[src/hdl/rea_pkg.sv]
package rea_pkg;

   // Register indices; byte address is four times the index
   localparam logic [15:0] IDX_TOT_A   = 16'he406;
   localparam logic [15:0] IDX_TOT_B   = 16'he407;
   localparam logic [15:0] IDX_TOT_C   = 16'he408;
   localparam logic [15:0] IDX_FUND_A  = 16'he409;
   localparam logic [15:0] IDX_FUND_B  = 16'he40a;
   localparam logic [15:0] IDX_FUND_C  = 16'he40b;
   localparam logic [15:0] IDX_STATUS  = 16'he502;
   localparam logic [15:0] IDX_ENABLE  = 16'he50a;
   localparam logic [15:0] IDX_PHASE_POWER_SIGN  = 16'he617;
   localparam logic [15:0] IDX_MEASUREMENT_MODE   = 16'he700;
   localparam logic [15:0] IDX_ACCCFG  = 16'he701;
   localparam logic [15:0] IDX_LCYC    = 16'he702;
   localparam logic [15:0] IDX_THR     = 16'hea03;

   // Field positions
   localparam int SIGNCHG_LSB    = 10;
   localparam int TOT_HF_BIT     = 2;
   localparam int FUND_HF_BIT    = 3;
   localparam int SIGN_SEL_BIT   = 1;
   localparam int CLR_RD_BIT     = 6;
   localparam int NEG_FLAG_LSB   = 4;
   localparam int WIRING_LSB     = 4;
   localparam int REACTIVE_ACCUM_SELECT_LSB     = 2;
   localparam int HALF_BIT       = 30;
   localparam int THR_SHIFT      = 27;

   // Reset values
   localparam logic [7:0]  THR_RST    = 8'h03;
   localparam logic [7:0]  MEASUREMENT_MODE_RST  = 8'h00;
   localparam logic [7:0]  ACCCFG_RST = 8'h00;
   localparam logic [7:0]  LCYC_RST   = 8'h00;
   localparam logic [31:0] ENABLE_RST = 32'h0000_0000;

   // Writable-one-to-clear status bits
   localparam logic [31:0] STATUS_W1C = 32'h0000_1c0c;

   // Wiring select codes
   localparam logic [1:0] WIRE_WYE   = 2'h0;
   localparam logic [1:0] WIRE_DELTA = 2'h1;
   localparam logic [1:0] WIRE_NEG_A = 2'h3;

   // Reactive accumulation select: signed sum
   localparam logic [1:0] REACTIVE_ACCUM_SELECT_SIGNED = 2'h0;

endpackage : rea_pkg

[src/hdl/rea_accumulator.sv]
`timescale 1ns/1ps
module rea_accumulator #(
   parameter int PW = 28,
   parameter int AW = 40
) (
   // Clock and reset
   input  wire logic                   core_clk,
   input  wire logic                   rst_n,
   // Power datapath
   input  wire logic                   accum_tick,
   input  wire logic [2:0][PW-1:0]     q_tot,
   input  wire logic [2:0][PW-1:0]     q_fund,
   input  wire logic [PW-1:0]          qb_va_tot,
   input  wire logic [PW-1:0]          qb_vc_tot,
   input  wire logic [PW-1:0]          qb_va_fund,
   input  wire logic [PW-1:0]          qb_vc_fund,
   // Avalon-MM slave
   input  wire logic [17:0]            avs_address,
   input  wire logic                   avs_read,
   input  wire logic                   avs_write,
   input  wire logic [31:0]            avs_writedata,
   input  wire logic [3:0]             avs_byteenable,
   output logic      [31:0]            avs_readdata,
   output logic                        avs_waitrequest,
   // Interrupt
   output logic                        interrupt_line_zero_n
);

   generate
      if (PW < 2 || PW > 32) begin : g_bad_pw
         $error("rea_accumulator: power width must lie in 2..32");
      end
      if (AW < PW + 3) begin : g_bad_aw_pw
         $error("rea_accumulator: accumulator too narrow for the power input");
      end
      if (AW < 37) begin : g_bad_aw_thr
         $error("rea_accumulator: accumulator too narrow for the threshold");
      end
   endgenerate

   typedef struct packed {
      logic [1:0][2:0][AW-1:0] acc;
      logic [1:0][2:0][31:0]   cnt;
      logic [31:0]             status;
      logic [31:0]             enable;
      logic [15:0]             phase_power_sign;
      logic [7:0]              measurement_mode;
      logic [7:0]              acccfg;
      logic [7:0]              lcyc;
      logic [7:0]              thr;
      logic                    ack;
      logic [31:0]             rdata;
   } rea_state_t;

   rea_state_t s_r;
   rea_state_t s_nxt;

   // Read value of the registers other than the energy counters
   function automatic logic [31:0] reg_read(input rea_state_t       s,
                                            input logic [15:0]      w);
      logic [31:0] r;
      r = 32'h0;
      unique case (w)
         rea_pkg::IDX_STATUS: r = s.status;
         rea_pkg::IDX_ENABLE: r = s.enable;
         rea_pkg::IDX_PHASE_POWER_SIGN: r = {16'h0, s.phase_power_sign};
         rea_pkg::IDX_MEASUREMENT_MODE:  r = {24'h0, s.measurement_mode};
         rea_pkg::IDX_ACCCFG: r = {24'h0, s.acccfg};
         rea_pkg::IDX_LCYC:   r = {24'h0, s.lcyc};
         rea_pkg::IDX_THR:    r = {24'h0, s.thr};
         default: begin
         end
      endcase
      reg_read = r;
   endfunction : reg_read

   logic [1:0][2:0][PW-1:0] q_in;
   logic [1:0][PW-1:0]      qb_va;
   logic [1:0][PW-1:0]      qb_vc;
   logic [15:0]             word;
   logic                    req;

   assign q_in  = {q_fund, q_tot};
   assign qb_va = {qb_va_fund, qb_va_tot};
   assign qb_vc = {qb_vc_fund, qb_vc_tot};
   assign req   = avs_read | avs_write;

   function automatic logic [15:0] word_of(input logic [17:0] a);
      word_of = (a[1:0] == 2'h0) ? a[17:2] : 16'hffff;
   endfunction : word_of

   function automatic logic [15:0] ctr_word(input int t, input int p);
      ctr_word = rea_pkg::IDX_TOT_A + 16'(3 * t + p);
   endfunction : ctr_word

   function automatic logic [AW-1:0] sext(input logic [PW:0] v);
      sext = {{(AW-PW-1){v[PW]}}, v};
   endfunction : sext

   // Byte enables widened to a bit mask
   function automatic logic [31:0] lane_mask(input logic [3:0] be);
      lane_mask = {{8{be[3]}}, {8{be[2]}}, {8{be[1]}}, {8{be[0]}}};
   endfunction : lane_mask

   // Phase B input follows the wiring; the reserved code behaves as wye
   function automatic logic [PW:0] lane_power(input logic [1:0]    wiring,
                                              input int            p,
                                              input logic [PW-1:0] own,
                                              input logic [PW-1:0] va,
                                              input logic [PW-1:0] vc);
      logic [PW:0] r;
      r = {own[PW-1], own};
      if (p == 1) begin
         unique case (wiring)
            rea_pkg::WIRE_DELTA: begin
               r = {va[PW-1], va} - {vc[PW-1], vc};
            end
            rea_pkg::WIRE_NEG_A: begin
               r = -{va[PW-1], va};
            end
            default: begin
               r = {own[PW-1], own};
            end
         endcase
      end
      lane_power = r;
   endfunction : lane_power

   // One first-stage step: add on the strobe, then take off one threshold
   function automatic logic [AW+1:0] stage_one(input logic [AW-1:0] acc,
                                              input logic [PW:0]   pw,
                                              input logic          tick,
                                              input logic [AW-1:0] th);
      logic [AW-1:0] a;
      logic          pos;
      logic          neg;
      a = acc;
      if (tick) begin
         a = a + sext(pw);
      end
      pos = ($signed(a) >= $signed(th));
      neg = ($signed(a) <= -$signed(th));
      if (pos) begin
         a = a - th;
      end else if (neg) begin
         a = a + th;
      end
      stage_one = {pos, neg, a};
   endfunction : stage_one

   // Counter step for one pulse; non-signed modes count every pulse up
   function automatic logic [31:0] pulse_delta(input logic       pos,
                                               input logic       neg,
                                               input logic [1:0] mode);
      logic [31:0] d;
      d = 32'h0;
      if (neg && mode == rea_pkg::REACTIVE_ACCUM_SELECT_SIGNED) begin
         d = 32'hffff_ffff;
      end else if (pos || neg) begin
         d = 32'h0000_0001;
      end
      pulse_delta = d;
   endfunction : pulse_delta

   // Bit 30 moved in either direction: register crossed half scale
   function automatic logic half_flip(input logic [31:0] old_v,
                                      input logic [31:0] new_v);
      half_flip = old_v[rea_pkg::HALF_BIT] != new_v[rea_pkg::HALF_BIT];
   endfunction : half_flip

   // An 8-bit register takes byte lane 0 only
   function automatic logic [7:0] merge8(input logic [7:0]  old_v,
                                         input logic [31:0] d,
                                         input logic [3:0]  be);
      merge8 = be[0] ? d[7:0] : old_v;
   endfunction : merge8

   // Byte-lane merge for a full-word register
   function automatic logic [31:0] merge32(input logic [31:0] old_v,
                                           input logic [31:0] d,
                                           input logic [31:0] lanes);
      merge32 = (old_v & ~lanes) | (d & lanes);
   endfunction : merge32

   // Write-one-to-clear on the status bits that software may clear
   function automatic logic [31:0] w1c(input logic [31:0] old_v,
                                       input logic [31:0] d,
                                       input logic [31:0] lanes);
      w1c = old_v & ~(d & lanes & rea_pkg::STATUS_W1C);
   endfunction : w1c

   assign word = word_of(avs_address);

   always_comb begin
      logic [AW-1:0]         th;
      logic [AW-1:0]         a;
      logic [PW:0]           pw;
      logic [31:0]           c;
      logic [31:0]           wm;
      logic [31:0]           rd;
      logic [1:0][2:0][31:0] dlt;
      logic                  pos;
      logic                  neg;
      logic [1:0]            hf;
      logic [2:0]            chg;
      logic                  cap;
      logic                  wr;
      th  = '0;
      a   = '0;
      pw  = '0;
      c   = '0;
      rd  = '0;
      dlt = '0;
      pos = 1'b0;
      neg = 1'b0;
      hf  = '0;
      chg = '0;
      s_nxt = s_r;
      wm = lane_mask(avs_byteenable);
      cap = req & ~s_r.ack & avs_read;
      wr  = avs_write & s_r.ack;
      th = {{(AW-35){1'b0}}, s_r.thr, 27'h0};

      // Two-stage integration, one lane per type and phase
      for (int t = 0; t < 2; t++) begin
         for (int p = 0; p < 3; p++) begin
            pw = lane_power(s_r.acccfg[rea_pkg::WIRING_LSB +: 2], p, q_in[t][p],
                            qb_va[t], qb_vc[t]);
            {pos, neg, a} = stage_one(s_r.acc[t][p], pw, accum_tick, th);
            s_nxt.acc[t][p] = a;
            // Sign of energy at pulse; negative means capacitive
            dlt[t][p] = pulse_delta(pos, neg,
                                    s_r.acccfg[rea_pkg::REACTIVE_ACCUM_SELECT_LSB +: 2]);
            c = s_r.cnt[t][p] + dlt[t][p];
            if (half_flip(s_r.cnt[t][p], c)) begin
               hf[t] = 1'b1;
            end
            s_nxt.cnt[t][p] = c;
            // Sign watch on the selected power type
            if ((pos || neg) && t == int'(s_r.measurement_mode[rea_pkg::SIGN_SEL_BIT])) begin
               if (neg != s_r.phase_power_sign[rea_pkg::NEG_FLAG_LSB + p]) begin
                  chg[p] = 1'b1;
                  s_nxt.phase_power_sign[rea_pkg::NEG_FLAG_LSB + p] = neg;
               end
            end
         end
      end

      // Avalon: one wait state, then the answer
      s_nxt.ack = req & ~s_r.ack;
      rd = reg_read(s_r, word);
      for (int t = 0; t < 2; t++) begin
         for (int p = 0; p < 3; p++) begin
            if (word == ctr_word(t, p)) begin
               rd = s_r.cnt[t][p];
               // Clear-on-read keeps the pulse of the capture cycle
               if (cap && s_r.lcyc[rea_pkg::CLR_RD_BIT]) begin
                  s_nxt.cnt[t][p] = dlt[t][p];
               end
            end
         end
      end
      if (cap) begin
         s_nxt.rdata = rd;
      end

      if (wr) begin
         unique case (word)
            rea_pkg::IDX_STATUS: begin
               s_nxt.status = w1c(s_r.status, avs_writedata, wm);
            end
            rea_pkg::IDX_ENABLE: begin
               s_nxt.enable = merge32(s_r.enable, avs_writedata, wm);
            end
            rea_pkg::IDX_MEASUREMENT_MODE: begin
               s_nxt.measurement_mode = merge8(s_r.measurement_mode, avs_writedata, avs_byteenable);
            end
            rea_pkg::IDX_ACCCFG: begin
               s_nxt.acccfg = merge8(s_r.acccfg, avs_writedata, avs_byteenable);
            end
            rea_pkg::IDX_LCYC: begin
               s_nxt.lcyc = merge8(s_r.lcyc, avs_writedata, avs_byteenable);
            end
            rea_pkg::IDX_THR: begin
               s_nxt.thr = merge8(s_r.thr, avs_writedata, avs_byteenable);
            end
            default: begin
            end
         endcase
      end

      // Events set after the clear, so a same-cycle event survives
      for (int p = 0; p < 3; p++) begin
         if (chg[p]) begin
            s_nxt.status[rea_pkg::SIGNCHG_LSB + p] = 1'b1;
         end
      end
      if (hf[0]) begin
         s_nxt.status[rea_pkg::TOT_HF_BIT] = 1'b1;
      end
      if (hf[1]) begin
         s_nxt.status[rea_pkg::FUND_HF_BIT] = 1'b1;
      end
   end

   always_ff @(posedge core_clk or negedge rst_n) begin
      if (!rst_n) begin
         s_r        <= '0;
         s_r.enable <= rea_pkg::ENABLE_RST;
         s_r.measurement_mode  <= rea_pkg::MEASUREMENT_MODE_RST;
         s_r.acccfg <= rea_pkg::ACCCFG_RST;
         s_r.lcyc   <= rea_pkg::LCYC_RST;
         s_r.thr    <= rea_pkg::THR_RST;
      end else begin
         s_r <= s_nxt;
      end
   end

   assign avs_readdata    = s_r.rdata;
   assign avs_waitrequest = req & ~s_r.ack;
   // Low while any enabled status bit stands
   assign interrupt_line_zero_n = ~|(s_r.status & s_r.enable & rea_pkg::STATUS_W1C);

endmodule : rea_accumulator

[config.mk]
export PLATFORM = sky130hd
export DESIGN_NAME = rea_accumulator
export DESIGN_NICKNAME = d
export VERILOG_FILES = /design/src/hdl/rea_pkg.sv /design/src/hdl/rea_accumulator.sv
export SDC_FILE = /design/constraint.sdc
export NUM_CORES = 2
export LEC_CHECK = 0
export BUFFER_PORTS_ARGS = -buffer_cell sky130_fd_sc_hd__buf_2
export CAP_MARGIN = 20
export CELL_PAD_IN_SITES_DETAIL_PLACEMENT = 1
export CELL_PAD_IN_SITES_GLOBAL_PLACEMENT = 1
export CORE_MARGIN = 5
export CORE_UTILIZATION = 43
export CTS_CLUSTER_DIAMETER = 40
export DETAILED_ROUTE_END_ITERATION = 6
export PLACE_DENSITY = 0.8
export SLEW_MARGIN = 20
export SYNTH_ARGS = -nofsm -noshare
export SYNTH_HDL_FRONTEND = slang
export SYNTH_SLANG_ARGS = --single-unit
[constraint.sdc]
create_clock -name core_clk -period 11.12 [get_ports core_clk]
set_input_delay 0.556 -clock core_clk [delete_from_list [all_inputs] [get_ports core_clk]]
set_output_delay 0.556 -clock core_clk [all_outputs]
set_load 0.03 [all_outputs]
### Word-level counts from Yosys, hierarchy flattened

Cells that the tools add are included.

* register bits: 564
* input bits: 339
* logic and storage cells: 241

* $add $sub $neg: 29
* order comparisons: 12
* equality and inequality tests: 27
* mux-type cells: 90
* bitwise gates (word level): 13
* reduce and logical (&&, ||, !) cells: 44

Operator list (number)
* two-way mux 32 bit: 25
* two-way mux 40 bit: 18
* adder 40 x 35 -> 40 bit: 6
* adder 40 bit: 6
* greater-or-equal comparator 40 x 36 -> 1 bit: 6
* <= comparator 40 bit: 6
* subtractor 40 x 35 -> 40 bit: 6
* one-hot mux 32 bit (7 select lines): 1
* == test 16 bit, second input constant: 13
* adder 32 bit: 6
* one-hot mux 29 bit (2 select lines): 2
* bitwise AND 32 bit: 3
* negator 29 bit: 2
* subtractor 28 x 28 -> 29 bit: 2
* two-way mux 45 bit: 1
* two-way mux 1 bit: 41
* negator 35 -> 40 bit: 1
* NOT 13 -> 32 bit: 1
* NOT 32 bit: 1
* bitwise OR 32 bit: 1
* nonzero test 2 bit: 10
* two-way mux 16 bit: 1
* AND reduction 2 bit: 7
* bitwise AND 13 bit: 1
* 13 further kinds: 48

### Longest topological paths before layout

* depth after elaboration: 14
* depth in mapped cells: 64
* depth with buffers taken out: 63

### Worst setup path after synthesis

Ideal clock, no wire load.

* kind: input to register
* from: input port qb_va_fund[0]
* to: register s_r[301] in the netlist's numbering
* library setup time: 0.139 ns
* arrival time: 11.879 ns
* required time: 10.981 ns
* setup slack: -0.897 ns
* stages: 58
* path buffers: 6
* cells stage by stage: inv_1 > ha_1 > inv_1 > fa_1 > a21o_1 > a21oi_1 > o21ai_0 > a211oi_1 > o31ai_1 > o41ai_1 > o211ai_1 > nand2_1 > o21bai_1 > a21oi_1 > xor2_1 > nor2_1 > a21oi_1 > a21oi_1 > [22 not listed] > buf_2 > buf_2 > buf_2 > buf_2 > xnor2_1 > ha_1 > nor2_1 > nand2_1 > or3_1 > or3_1 > or3b_2 > mux2i_1 > nor2_1 > o22ai_1 > a2111oi_2 > o21ai_0 > a21boi_0 > or4_1

RTL lines
* from (decl): RTL line rea_accumulator.sv:15 `input wire logic [PW-1:0] qb_va_fund,`
* to (signal assigned): RTL line rea_accumulator.sv:315 `s_r <= s_nxt;`
* to (decl): RTL line rea_accumulator.sv:55 `rea_state_t s_r;`

==> results.ini <==
[setup_path]
arrival_ps = 11980
endpoint_kind = register
r2r_start = s_r[421]$_DFF_PN0_
cp-start-kind = primary input
r2r-end = s_r[115]$_DFFE_PN0P_
worstSetupPathType = in -> reg
r2r_slack_ps = 50
crit_required_ps = 11740
cp_top_family = compound AO/OA/AOI/OAI gates
cp_common_cell = buf_4
slowest_stage = a311oi_4
crit_fanout = 4
reg2reg_depth = 50
crit_buf_inv = 16
critPathMaxStageDelay_ps = 380

[routing]
ant_nets = 0
wirelength_um = 224300
via_per_inst = 6.265
first_pass_iters = 7
drt_iter0_drc = 4061
drcViolationCount = 2
vias = 58210
wl_per_cell_um = 24.14

[logic_synthesis]
syn-num-nets = 7587
synth_top_area_share = 0.2445
netlist_instances = 6593
synth_commonest_cells = ha_1, nor2_1, dfrtp_1, a21oi_1, nand2_1
yosysSeqAreaShare = 0.2454
synth-edff-count = 0
synth.most_common_cell = ha_1
ys_warn_count = 0
yosys.area.top_type = dfrtp_1
syn_avg_cell_area_sq_um = 8.306
postSynthRegisterBits = 537
synth_ff_type = dfrtp_1
synthArstFlopShare = 1.000
yosysUniqueCellTypes = 120
synth.area.top_cells = dfrtp_1, ha_1, a21oi_1
synth_area_sq_mm = 0.05476

[sta]
hold_viol = 0
final_max_slew_viol_count = 0
fmax_mhz = 88.03
hold_ws_ps = 22.28
rsz0062_at_grt = true
relSlewSlack = 0.1459
layout_min_cycle_time_ps = 11360
setup_tns_ps = -704.7
tightestPinTransition_ps = 1281
setup_viol = 6
skew_ps = 100.8
finalCritPeriodShare = 1.022
fin_ws_ps = -240.0

[cts]
clk_pin_slew_ps = 50
h-tree-depth = 3
clock_path_buffers = 3
clk_latency_ps = 790
cts_root_buffer = clkbuf_16
clock-sinks = 537
cts_buffers = 116
cts_tree = done

[placed_design]
port_buffers = 372
placed_area_sq_mm = 0.06233
place.gp.congestion = 0.9328
dp_worst_setup_slack_ps = -2086
dp_hpwl_um = 159000

[grt]
grt_pass1_wl_um = 333700
grt_max_degree = 147
grt_pass1_vias = 61100
grt_use_total = 0.3027
antenna_found_initial = 19
overflow = 0

[min_path]
min_from = avs_writedata[18]
hold_class = in -> reg
hold_depth = 2

[floorplan]
die_x_um = 366.9
die_h_um = 366.9
coreArea_sq_mm = 0.1270
rows = 131
die_area_sq_mm = 0.1346
start_util = 0.4311
boundaryPins = 373

[run_status]
violations = DRC, setup timing
outcome = finished, violations left

[final_layout]
fillers = 15100
nNetsFinal = 8506
drive_above_1_share = 0.2334
syn_to_final_growth_pct = 24.84
stdcell_area_sq_mm = 0.06836

[flow_run]
maxCapViolations = 0

## area by class of cell
cell class | instances | area (sq um) | share of cell area
multi-input cells | 5466 | 40220 | 0.5883
inverters | 332 | 1260 | 0.01843
well taps | 1662 | 2079 | 0.03042
flip-flops and latches | 537 | 13450 | 0.1967
repair buffers | 1059 | 7193 | 0.1052
diodes | 14 | 35.03 | 0.0005125
clock buffers | 135 | 3097 | 0.04530
clock inverters | 85 | 1035 | 0.01514
## placed cells by master, fill, tap and decap left out, drive strengths merged, types with 78 or more instances in the layout
cell type,instances
o21ai,479
ha,630
o31ai,78
nand2,484
clkbuf,136
a211oi,84
dfrtp,535
nand3,177
nor3,198
mux2,168
buf,1051
nor2,542
a21o,201
mux2i,83
xor2,143
xnor2,250
a21oi,493
a31oi,86
o21bai,91
inv,358
nor2b,85
or3,100
## kinds of logic (layout without fill, tap and decap cells)
logic type,after synthesis,after routing,synth area share
simple gates,2088,2088,0.1893
compound gates,2079,2079,0.2528
fa+ha+maj,655,655,0.1531
buf+inv,590,1611,0.04675
flops,537,537,0.2454
xor+xnor,393,393,0.06285
mux,251,251,0.04972
other cells,0,14,0
## stage by stage
step,util,cells
after floorplan,-,6593
after detailed placement,0.4907,8983
after global placement,0.4906,8981
after global routing,0.5380,9281
final,0.5382,9290
after CTS,0.5277,9240
## repair_timing
item,in CTS,in global routing
buffers inserted,30,37
hold buffers,7,0
gates resized for setup,70,226
pin swaps,58,133
hold endpoints to repair,81,0
setup endpoints to repair,29,70
## registers in the layout, indices dropped and copies added, names as in the netlist, named ones only
register and count:
s_r 473, avs_readdata 32
## worst max path at each step
stage | to | slack, ps | depth (start not counted) | startpoint
after global routing | s_r[201]$_DFF_PN0_ | -820 | 68 | qb_va_tot[1]
after detailed placement | s_r[115]$_DFFE_PN0P_ | -2090 | 62 | qb_va_tot[1]
after global placement | s_r[115]$_DFFE_PN0P_ | -1080 | 62 | qb_va_tot[1]
final | s_r[201]$_DFF_PN0_ | -240 | 68 | qb_va_tot[0]
after CTS | s_r[115]$_DFFE_PN0P_ | -10 | 65 | qb_va_tot[0]
after floorplan | s_r[301]$_DFF_PN0_ | -110 | 58 | qb_va_fund[0]
## layer usage
metal | vias to the layer above | GRT usage | share of wire
met5 | - | 0 | 0.000053
met4 | 2 | 0.1545 | 0.062
met3 | 718 | 0.04437 | 0.059
met2 | 2098 | 0.5313 | 0.48
met1 | 29020 | 0.3604 | 0.40
li1 | 26370 | - | -
Power is left out: the tool's default activity adds up to more than one toggle a clock period on the data nets, which glitch-free logic cannot reach.
